### src/core/fspc_pkg.sv
// Purpose: Constants shared by the flash self-program control block.
// Assumes: 10 MHz core clock, 8-bit register port.
// Notes:   Register offsets are local to the block's register port.
package fspc_pkg;
	localparam logic [1:0] FSPC_ADDR_CTRL    = 2'h0;
	localparam logic [1:0] FSPC_ADDR_LOCK    = 2'h1;
	localparam logic [1:0] FSPC_ADDR_STATUS  = 2'h2;
	localparam logic [7:0] FSPC_CTRL_RESET   = 8'h00;
	localparam logic [7:0] FSPC_LOCK_RESET   = 8'hFF;
	localparam logic [7:0] FSPC_LOCK_TOP     = 8'hC0;
	localparam int         FSPC_BIT_INT_EN   = 7;
	localparam int         FSPC_BIT_BUSY     = 6;
	localparam logic [4:0] FSPC_CMD_REEN     = 5'h11;
	localparam logic [4:0] FSPC_CMD_LOCK     = 5'h09;
	localparam logic [4:0] FSPC_CMD_WRITE    = 5'h05;
	localparam logic [4:0] FSPC_CMD_ERASE    = 5'h03;
	localparam logic [4:0] FSPC_CMD_FILL     = 5'h01;
	localparam logic [2:0] FSPC_ARM_CYCLES   = 3'h4;
	localparam logic [2:0] FSPC_LOAD_CYCLES  = 3'h3;
	localparam int         FSPC_CLK_HZ       = 10_000_000;
	localparam int         FSPC_PROG_US      = 3700;
	localparam int         FSPC_PROG_CYC     =
		(FSPC_PROG_US * (FSPC_CLK_HZ / 1_000_000));
	localparam logic [6:0] FSPC_FIRST_BLOCKING_PAGE = 7'h60;
	localparam int         FSPC_WORDS        = 32;
	typedef enum logic [3:0] {
		FSPC_IDLE  = 4'b0001,
		FSPC_ARMED = 4'b0010,
		FSPC_PROG  = 4'b0100,
		FSPC_LOCKW = 4'b1000
	} fspc_state_t;
endpackage

### src/core/fspc_ctrl.sv
// Purpose: Flash self-program sequencer with lock-bit enforcement.
// Assumes: Core issues store/load program strobes with pointer and data.
// Notes:   Flash cell array is outside; this block issues its commands.
//
// Decided for this implementation: the placing of the registers and the address-and-strobe port.

// Overview of operation
// Ready interrupt while enabled, global set, idle
// Section program sets busy, blocks access
// Busy clears on re-enable or buffer load
// Read-enable plus store re-enables section
// No re-enable while erase/write in progress
// Re-enable aborts load, clears buffer
// Lock-set store programs lock bits from low
// Lock-set bit clears on completion or timeout
// Load within three cycles returns lock/fuse
// Page-write store writes buffer to page
// Page-write bit clears on completion or timeout
// Halt CPU during blocking-section programming
// Page-erase store erases page, auto-clears
// Store-only fills buffer word from data pair
// Store enable clears after store or timeout
// Only five listed patterns are accepted
// Bit five always reads zero
// Six lock bits, only chip erase sets
// General lock pair blocks external programming
// Application lock pair restricts store/load
// Locked-vector section disables interrupts elsewhere
// Boot lock pair restricts store/load
// Lock byte layout, top bits read one
// Page from Z12:Z6, word from Z5:Z1
module fspc_ctrl #(
	parameter int PROG_CYCLES = fspc_pkg::FSPC_PROG_CYC
) (
	input  wire logic        mclk,
	input  wire logic        nrst,
	input  wire logic [1:0]  reg_addr,
	input  wire logic [7:0]  reg_wdata,
	input  wire logic        reg_wr,
	input  wire logic        reg_rd,
	output logic      [7:0]  reg_rdata,
	input  wire logic        global_int_en,
	input  wire logic        store_strobe,
	input  wire logic        load_strobe,
	input  wire logic [15:0] zptr,
	input  wire logic [7:0]  data_low_reg,
	input  wire logic [7:0]  data_high_reg,
	input  wire logic [7:0]  fuse_low,
	input  wire logic [7:0]  fuse_high,
	input  wire logic        exec_in_boot,
	input  wire logic        vectors_in_boot,
	input  wire logic [6:0]  boot_first_page,
	input  wire logic        chip_erase,
	output logic             prog_ready_irq,
	output logic             cpu_halt,
	output logic             rw_section_busy,
	output logic             int_block,
	output logic             store_denied,
	output logic             load_denied,
	output logic             ext_prog_lock,
	output logic             ext_verify_lock,
	output logic      [7:0]  load_data,
	output logic             load_data_valid,
	output logic             flash_erase_go,
	output logic             flash_write_go,
	output logic      [6:0]  flash_page
);
	import fspc_pkg::*;

	fspc_state_t       state_r;
	logic [4:0]        cmd_r;
	logic              int_en_r;
	logic [2:0]        arm_cnt_r;
	logic [31:0]       prog_cnt_r;
	logic [7:0]        lock_r;
	logic [7:0]        lock_src_r;
	logic [15:0]       buf_r [FSPC_WORDS];
	logic              blocking_r;
	logic [7:0]        lock_val;
	logic              cmd_ok;
	logic              tgt_boot;
	logic              store_ok;
	logic              done;
	logic [6:0]        page;
	logic [4:0]        word;
	logic              app_store_lock;
	logic              app_load_lock;
	logic              boot_store_lock;
	logic              boot_load_lock;

	// Pointer fields and target section of the current store.
	// Pointer bit 0 picks the byte on loads and is ignored by stores.
	// Pointer field split
	assign page     = zptr[12:6];
	assign word     = zptr[5:1];
	assign tgt_boot = (page >= boot_first_page);
	// Accepted patterns only
	assign cmd_ok   = (reg_wdata[4:0] == FSPC_CMD_REEN) ||
		(reg_wdata[4:0] == FSPC_CMD_LOCK) ||
		(reg_wdata[4:0] == FSPC_CMD_WRITE) ||
		(reg_wdata[4:0] == FSPC_CMD_ERASE) ||
		(reg_wdata[4:0] == FSPC_CMD_FILL);
	// Lock pairs: the low bit of a pair bars stores into its section,
	// the high bit bars loads from it; a programmed bit reads as zero.
	assign app_store_lock  = !lock_r[2];
	assign app_load_lock   = !lock_r[3];
	assign boot_store_lock = !lock_r[4];
	assign boot_load_lock  = !lock_r[5];
	// Application write lock
	// Boot write lock
	assign store_ok = tgt_boot ? !boot_store_lock : !app_store_lock;
	// Last count of the programming timer: the sequencer leaves on this
	// edge, so the timer runs exactly PROG_CYCLES cycles.
	assign done     = (prog_cnt_r == 32'h0000_0001);
	// Lock byte layout
	assign lock_val = lock_r | FSPC_LOCK_TOP;

	// Sequencer: arming window, programming timer and auto-clear.
	// The sequencer takes control writes only in idle, so no command can start
	// or re-enable the section while an erase or write is running.
	always_ff @(posedge mclk) begin
		if (!nrst) begin
			state_r    <= FSPC_IDLE;
			cmd_r      <= 5'h00;
			arm_cnt_r  <= 3'h0;
			prog_cnt_r <= 32'h0;
			blocking_r <= 1'b0;
			flash_page <= 7'h00;
			lock_src_r <= FSPC_LOCK_RESET;
		end else begin
			case (state_r)
				FSPC_IDLE: begin
					// Write ignored unless idle
					if (reg_wr && reg_addr == FSPC_ADDR_CTRL && cmd_ok) begin
						state_r   <= FSPC_ARMED;
						cmd_r     <= reg_wdata[4:0];
						arm_cnt_r <= FSPC_ARM_CYCLES;
					end
				end
				FSPC_ARMED: begin
					// Store or timeout clears
					if (store_strobe) begin
						if (cmd_r == FSPC_CMD_ERASE ||
							cmd_r == FSPC_CMD_WRITE) begin
							// Erase started
							// Write started
							if (store_ok) begin
								state_r    <= FSPC_PROG;
								prog_cnt_r <= PROG_CYCLES;
								blocking_r <=
									(page >= FSPC_FIRST_BLOCKING_PAGE);
								flash_page <= page;
							end else begin
								state_r <= FSPC_IDLE;
								cmd_r   <= 5'h00;
							end
						end else if (cmd_r == FSPC_CMD_LOCK) begin
							// Lock programming started
							// Data is latched now; the core may reuse
							// its data register while the timer runs.
							state_r    <= FSPC_LOCKW;
							prog_cnt_r <= PROG_CYCLES;
							lock_src_r <= data_low_reg;
						end else begin
							state_r <= FSPC_IDLE;
							cmd_r   <= 5'h00;
						end
					end else if (arm_cnt_r == 3'h1) begin
						// Timeout clears lock-set
						// Timeout clears page-write
						state_r <= FSPC_IDLE;
						cmd_r   <= 5'h00;
					end
					arm_cnt_r <= arm_cnt_r - 3'h1;
				end
				default: begin
					// Completion clears command
					prog_cnt_r <= prog_cnt_r - 32'h1;
					if (done) begin
						state_r    <= FSPC_IDLE;
						cmd_r      <= 5'h00;
						blocking_r <= 1'b0;
					end
				end
			endcase
		end
	end

	// One-cycle go pulses to the flash array.
	// Registered, so the array sees each pulse with the page that
	// was latched on the same edge.
	always_ff @(posedge mclk) begin
		if (!nrst) begin
			flash_erase_go <= 1'b0;
			flash_write_go <= 1'b0;
		end else begin
			flash_erase_go <= state_r == FSPC_ARMED && store_strobe &&
				store_ok && cmd_r == FSPC_CMD_ERASE;
			flash_write_go <= state_r == FSPC_ARMED && store_strobe &&
				store_ok && cmd_r == FSPC_CMD_WRITE;
		end
	end

	// Section busy flag; setting wins over clearing.
	// Busy rises the cycle after the go pulse; a page in the blocking section
	// halts the core instead and leaves the flag alone.
	always_ff @(posedge mclk) begin
		if (!nrst) begin
			rw_section_busy <= 1'b0;
		end else if (flash_erase_go || flash_write_go) begin
			// Busy set on start
			if (!blocking_r)
				rw_section_busy <= 1'b1;
		end else if (state_r == FSPC_ARMED && store_strobe &&
			(cmd_r == FSPC_CMD_REEN || cmd_r == FSPC_CMD_FILL)) begin
			// Busy cleared
			// Section re-enabled
			rw_section_busy <= 1'b0;
		end
	end

	// Temporary page buffer.
	// Cleared words read as all ones, the erased state of a cell.
	always_ff @(posedge mclk) begin
		if (!nrst) begin
			for (int i = 0; i < FSPC_WORDS; i++)
				buf_r[i] <= 16'hFFFF;
		end else if (state_r == FSPC_ARMED && store_strobe) begin
			if (cmd_r == FSPC_CMD_REEN) begin
				// Abort load, clear buffer
				for (int i = 0; i < FSPC_WORDS; i++)
					buf_r[i] <= 16'hFFFF;
			end else if (cmd_r == FSPC_CMD_FILL) begin
				// Buffer word fill
				buf_r[word] <= {data_high_reg, data_low_reg};
			end
		end
	end

	// Lock bits: programming only clears, chip erase restores.
	// Chip erase outranks a lock write completing in the same cycle.
	always_ff @(posedge mclk) begin
		if (!nrst) begin
			lock_r <= FSPC_LOCK_RESET;
		end else if (chip_erase) begin
			// Chip erase restores
			lock_r <= FSPC_LOCK_RESET;
		end else if (state_r == FSPC_LOCKW && done) begin
			// Low data programs locks
			// Programming can only clear bits; the two top bits stay one.
			lock_r <= lock_r & (lock_src_r | FSPC_LOCK_TOP);
		end
	end

	// Control register fields held outside the sequencer.
	// The interrupt enable takes every control write, even one whose
	// low five bits are refused.
	always_ff @(posedge mclk) begin
		if (!nrst)
			int_en_r <= FSPC_CTRL_RESET[FSPC_BIT_INT_EN];
		else if (reg_wr && reg_addr == FSPC_ADDR_CTRL)
			int_en_r <= reg_wdata[FSPC_BIT_INT_EN];
	end

	// Register read port, data one cycle after the strobe.
	// Data falls back to zero when no read is pending, so a late
	// sample never shows a stale value.
	always_ff @(posedge mclk) begin
		if (!nrst) begin
			reg_rdata <= 8'h00;
		end else if (reg_rd) begin
			if (reg_addr == FSPC_ADDR_CTRL)
				// Bit five reads zero
				reg_rdata <= {int_en_r, rw_section_busy, 1'b0, cmd_r};
			else if (reg_addr == FSPC_ADDR_LOCK)
				reg_rdata <= lock_val;
			else if (reg_addr == FSPC_ADDR_STATUS)
				reg_rdata <= {4'h0, state_r};
			else
				reg_rdata <= 8'h00;
		end else begin
			reg_rdata <= 8'h00;
		end
	end

	// Lock and fuse readback on load instructions.
	// The window is the first three armed cycles, counts 4 down to 2.
	always_ff @(posedge mclk) begin
		if (!nrst) begin
			load_data       <= 8'h00;
			load_data_valid <= 1'b0;
		end else begin
			load_data_valid <= 1'b0;
			// Lock or fuse read
			if (load_strobe && state_r == FSPC_ARMED &&
				cmd_r == FSPC_CMD_LOCK &&
				arm_cnt_r >= (FSPC_ARM_CYCLES - FSPC_LOAD_CYCLES + 3'h1)) begin
				load_data       <= zptr[0] ? fuse_high : lock_val;
				load_data_valid <= 1'b1;
				if (!zptr[0])
					load_data <= lock_val;
				else
					load_data <= fuse_low;
			end
		end
	end

	// Access protection and interrupt gating.
	always_ff @(posedge mclk) begin
		if (!nrst) begin
			prog_ready_irq  <= 1'b0;
			cpu_halt        <= 1'b0;
			int_block       <= 1'b0;
			store_denied    <= 1'b0;
			load_denied     <= 1'b0;
			ext_prog_lock   <= 1'b0;
			ext_verify_lock <= 1'b0;
		end else begin
			// Ready interrupt request
			prog_ready_irq <= int_en_r && global_int_en &&
				(state_r == FSPC_IDLE);
			// CPU halt
			cpu_halt <= (state_r == FSPC_PROG) && blocking_r;
			// Both external locks follow the general pair alone.
			// External lock modes
			ext_prog_lock   <= !lock_r[0];
			ext_verify_lock <= !lock_r[0] && !lock_r[1];
			store_denied    <= store_strobe && state_r == FSPC_ARMED &&
				(cmd_r == FSPC_CMD_ERASE || cmd_r == FSPC_CMD_WRITE) &&
				!store_ok;
			// Boot code reading application
			// Application code reading boot
			// Busy section blocked
			// A load is refused across sections where the target pair bars loads,
			// and from the application section while busy, even for code running there.
			load_denied <= load_strobe && (
				(exec_in_boot && !tgt_boot && app_load_lock) ||
				(!exec_in_boot && tgt_boot && boot_load_lock) ||
				(!tgt_boot && rw_section_busy));
			// Interrupts disabled across sections
			// Taken while the running section's pair bars loads and
			// the vectors lie in the other section.
			int_block <= (vectors_in_boot && !exec_in_boot &&
				app_load_lock) ||
				(!vectors_in_boot && exec_in_boot && boot_load_lock);
		end
	end
endmodule

### config.mk
export PLATFORM = sky130hd
export DESIGN_NAME = fspc_ctrl
export DESIGN_NICKNAME = d
export VERILOG_FILES = /design/src/core/fspc_pkg.sv /design/src/core/fspc_ctrl.sv
export SDC_FILE = /design/constraint.sdc
export NUM_CORES = 1
export LEC_CHECK = 0
export BUFFER_PORTS_ARGS = -buffer_cell sky130_fd_sc_hd__buf_2
export CAP_MARGIN = 40
export CELL_PAD_IN_SITES_DETAIL_PLACEMENT = 1
export CELL_PAD_IN_SITES_GLOBAL_PLACEMENT = 1
export CORE_MARGIN = 4
export CORE_UTILIZATION = 39
export DETAILED_ROUTE_END_ITERATION = 8
export HOLD_SLACK_MARGIN = 0.15
export PLACE_DENSITY = 0.86
export SLEW_MARGIN = 20
export SYNTH_ARGS = -nofsm -noshare
export SYNTH_HDL_FRONTEND = slang
export SYNTH_SLANG_ARGS = --single-unit
### constraint.sdc
create_clock -name mclk -period 2.77 [get_ports mclk]
set_input_delay 0.1385 -clock mclk [delete_from_list [all_inputs] [get_ports mclk]]
set_output_delay 0.1385 -clock mclk [all_outputs]
set_load 0.05 [all_outputs]
* Word-level counts from Yosys, hierarchy flattened
Cells that the tools add are included.
** Storage, ports and cells
- Flip-flop bits (word level) :: 94
- Word-level logic and storage cells :: 159
- Input port bits :: 75
** Operators by class
- Reductions and logical operators :: 61
- Magnitude comparators :: 3
- Bitwise gates (word level) :: 5
- $add $sub $neg :: 2
- Equality and inequality tests :: 28
- Muxes and demuxes :: 37
** Operator list (number)
- 32-bit two-way mux :: 4
- 32-bit case mux with 2 select lines :: 1
- 5-bit two-way mux :: 7
- 32-bit by 1-bit equality test with 1-bit output (second input constant) :: 1
- 32-bit by 1-bit subtractor with 32-bit output (second input constant) :: 1
- 4-bit two-way mux :: 7
- 1-bit logical AND :: 27
- 8-bit two-way mux :: 3
- 4-bit AND reduction :: 3
- 5-bit by 1-bit equality test with 1-bit output (second input constant) :: 2
- 5-bit by 2-bit equality test with 1-bit output (second input constant) :: 2
- 5-bit by 3-bit equality test with 1-bit output (second input constant) :: 2
- 5-bit by 4-bit equality test with 1-bit output (second input constant) :: 2
- 5-bit equality test (second input constant) :: 2
- 1-bit logical OR :: 10
- 2-bit inequality test (second input constant) :: 5
- 5-bit case mux with 2 select lines :: 1
- 5-bit AND reduction :: 2
- 1-bit two-way mux :: 9
- 8-bit bitwise AND :: 1
- 1-bit zero test :: 8
- 4-bit inequality test (second input constant) :: 2
- 4-bit case mux with 2 select lines :: 1
- 7-bit greater-or-equal comparator :: 1
- other kinds (23) :: 32

* Logic depth before layout (Yosys ltp)
- Word-level depth :: 8
- Gate-level depth with buffers :: 10
- Depth with buffers taken out :: 8

* Least setup slack after synthesis
Ideal clock, no wire load.
- Path type :: input port to flip-flop
- Start :: in boot_first_page[4]
- End :: reg prog_cnt_r[10]
- Path slack :: 394 ps
- Arrival time :: 2301 ps
- Path buffers :: 1
- Library setup time :: 75 ps
- Stages on the path :: 9
- Cells stage by stage :: inv_1 > ha_1 > a21oi_1 > o21ai_0 > a21oi_1 > mux2_2 > clkbuf_1 > or4b_1 > a21oi_1
** On the way
- Longest elaborated chain between the ends :: 4
** Ends and longest elaborated chain
- from (decl) :: RTL line fspc_ctrl.sv:52 : input wire logic [6:0] boot_first_page,
- 7-bit greater-or-equal comparator :: RTL line fspc_ctrl.sv:96 : assign tgt_boot = (page >= boot_first_page);
- 1-bit two-way mux :: RTL line fspc_ctrl.sv:111 : assign store_ok = tgt_boot ? !boot_store_lock : !app_store_lock;
- 3-bit inequality test (no line)
- 4-bit AND reduction (no line)
- to (signal assigned) :: RTL line fspc_ctrl.sv:178 : prog_cnt_r <= prog_cnt_r - 32'h1;
- to (decl) :: RTL line fspc_ctrl.sv:74 : logic [31:0] prog_cnt_r;
No other way between the ends.
A chain may end at the register's enable or synchronous reset.

* Final worst setup path
- Start :: reg prog_cnt_r[3]
- End :: reg cmd_r[3]
** On the way
- Longest elaborated chain between the ends :: 3
** Ends and longest elaborated chain
- 32-bit by 1-bit equality test with 1-bit output :: RTL line fspc_ctrl.sv:114 : assign done = (prog_cnt_r == 32'h0000_0001);
- 3-bit nonzero test (no line)
- 5-bit AND reduction (no line)
- to (signal assigned) :: RTL line fspc_ctrl.sv:136 : cmd_r <= reg_wdata[4:0];
- to (decl) :: RTL line fspc_ctrl.sv:71 : logic [4:0] cmd_r;
No other way between the ends.

==> reports/metrics.yaml <==
run_status:
  status: "finished clean"
pwr:
  p_per_area_mw_per_mm2: 825
  leakage_nw: 2.37
  ir_worst_vdd_uv: 612
  total_power_mw: 4.72
clock_tree:
  cts_max_level: 3
  root_buffer: "clkbuf_16"
  cts_sinks: 92
  path_clk_slew_ns: 0.07
  clock_latency_ns: 0.37
  cts_tree: "done"
  clockBufferDepth: 2
  cts_made_buffers: 9
worst_setup_path:
  crit_start: "prog_cnt_r[3]$_SDFFE_PN0P_"
  path_cells: "nor4_1, buf_4, nand4b_1, or4_1, a221o_1, nor3b_4, buf_4, mux2i_1"
  worstSetupStartpointType: "register"
  worstPathMaxFanout: 5
  arrival_ns: 2.89
  worst_ep_required_time_ns: 3.06
  critPathSlowestCell: "or4_1"
  critPathKind: "register to register"
  cp_num_buf_inv: 2
  r2r_setup_slack_ns: 0.17
  timing.critical_path.mode_cell: "buf_4"
  crit_family: "simple AND/OR/NAND/NOR gates"
  r2r-start: "prog_cnt_r[3]$_SDFFE_PN0P_"
  worst_setup_path_end_kind: "register"
  cpPeakStageDelay_ns: 0.46
layout:
  final_common_cell: "dfxtp_1"
  fin_nets: 711
  fillCellCount: 1288
  n_antenna_cell: 0
  stdcell_count: 769
  final_cell_mix: "dfxtp_1, buf_2, nand2_1"
  finalInstanceArea_mm2: 0.00572
  drive_above_1_share: 0.213
  regArea_mm2: 0.00184
  multi_input_area_mm2: 0.00241
  area_growth_pct: 29.4
yosys:
  synth-simple-area-share: 0.272
  synthDistinctLibCells: 57
  synthTopCellsByArea: "dfxtp_1, or4_1, a21oi_1"
  yosysTopAreaCell: "dfxtp_1"
  syn_nets: 594
  async_flop_share: 0
  synth_top_family_by_area: "simple AND/OR/NAND/NOR gates"
  synth_xor_xnor_area_share: 0.00397
  syn_avg_cell_area_um2: 8.71
  synth_fa_ha_area_frac: 0.0363
  synth_compound_area_frac: 0.167
  ys_warn_count: 0
  seq_area_frac_synth: 0.417
  synth_edf_count: 0
  muxShareOfSynthArea: 0.0626
  synth_cells: 507
  synth_ff_type: "dfxtp_1"
  ys_seq_elements: 92
  synth_area_mm2: 0.00442
  synth_top_area_frac: 0.417
sta:
  drv_slew: 0
  fmax_mhz: 385
  finalCritPeriodShare: 0.938
  fin_tns_setup_ns: 0
  worst_pin_slew_ns: 0.571
  skew_ns: 0.0186
  final-setup-viol-count: 0
  slew_headroom: 0.616
  rsz0062_at_grt: "false"
  period_minus_slack_ns: 2.60
  setup_ws_ns: 0.172
  hold_viol: 0
worst_hold_path:
  hold_path.class: "primary input to register"
  hp-start: "fuse_low[1]"
placement:
  portBuffers: 80
  placed_area_mm2: 0.00507
  place_congestion: 0.808
  place_inst: 721
  post-place-ws_ns: 0.149
  hpwl_mm: 9.27
route:
  vias: 4450
  drt_iter0_markers: 193
  ant_nets: 0
  drt_wl_total_mm: 14.7
  dr.pass1.iters: 4
  vias_per_cell: 5.79
  wl_per_cell_um: 19.2
  drc: 0
global_route:
  first_global_vias: 4715
  antenna_found_initial: 0
  grt_first_pass_wirelength_mm: 24.0
  grt_usage: 0.230
  grt_overflow: 0
  grt_max_degree: 61
floorplan:
  rows: 38
  coreArea_mm2: 0.0110
  start_util: 0.402
  io_pins: 109
  die_area_mm2: 0.0131
  die_w_um: 114
  dieHeight_um: 114
flow_run:
  drv_cap: 0
-- worst paths after layout --
path / cells after the start / to
max reg2reg: 8 / cmd_r[3]$_SDFFE_PN0P_
min reg2reg: 2 / flash_page[0]$_SDFFE_PN0P_
max: 8 / cmd_r[3]$_SDFFE_PN0P_
min: 3 / load_data[1]$_SDFFE_PN0P_
-- tightest hold or removal path, stage by stage --
cell and delay (ns):
buf_2 0.10, mux2i_1 0.15, a211oi_1 0.09
-- metrics by stage --
stage | utilization | hold WS, ns
floorplan | - | 0.255
global placement | 0.461 | 0.351
detailed placement | 0.461 | 0.360
CTS | 0.519 | 0.152
global route | 0.520 | 0.175
finish | 0.520 | 0.154
-- synth_stat cells, types with 3 or more instances --
library cell and n:
nand3b_1 3, nand2b_1 3, clkbuf_1 16, buf_2 10, dfxtp_1 92, or4_1 34, o211ai_1 5, a311oi_1 3
o31ai_1 22, nor3_1 10, o21ai_0 13, nor2b_1 3, nand4_1 3, nand4b_1 5, or4b_1 4, mux2i_1 24
or3_1 9, inv_1 17, a21oi_1 50, ha_1 12, nor4_1 6, a211oi_1 6, nand2_1 51, nand3_1 20
o41ai_1 4, nor2_1 41
-- metal layers --
layer,vias to the layer above,share of wire,GRT usage
met5,-,0,0
met4,0,0.031,0.102
met3,39,0.045,0.0407
met2,113,0.51,0.407
met1,2171,0.41,0.270
li1,2127,-,-
-- repair_timing --
item,in CTS,in global routing
resized for setup,0,2
endpoints found under the hold margin,36,0
setup endpoints to repair,0,33
setup buffers,0,1
hold buffers,31,0
-- cells by family (layout without fill, tap and decap cells) --
logic type / count (synthesis) / in the layout
flip-flops: 92 / 92
AO/OA/AOI/OAI: 116 / 116
multiplexers: 27 / 27
AND/OR/NAND/NOR: 212 / 212
buffers and inverters: 45 / 167
XOR/XNOR: 2 / 2
adder cells (fa/ha/maj): 13 / 13
-- state kept, by name (all words and copies together), names as in the netlist, 3 cells and up --
name,cells
lock_src_r,6
arm_cnt_r,3
flash_page,7
reg_rdata,8
lock_r,6
state_r,4
cmd_r,5
load_data,8
prog_cnt_r,32
-- power breakdown --
part           leakage [nW]  switching [mW]  internal [mW]
logic                  1.47           0.988          0.770
clock network         0.154           0.602          0.744
registers             0.744           0.154           1.46
total                  2.37            1.74           2.97
-- layout make-up --
type | count | share of cell area
repair buffers | 134 | 0.159
multi-input cells | 370 | 0.422
clock buffers | 10 | 0.0418
well taps | 140 | 0.0306
clock inverters | 6 | 0.0136
flip-flops and latches | 92 | 0.322
inverters | 17 | 0.0112
Note: power is estimated with default switching activity, not from simulation.
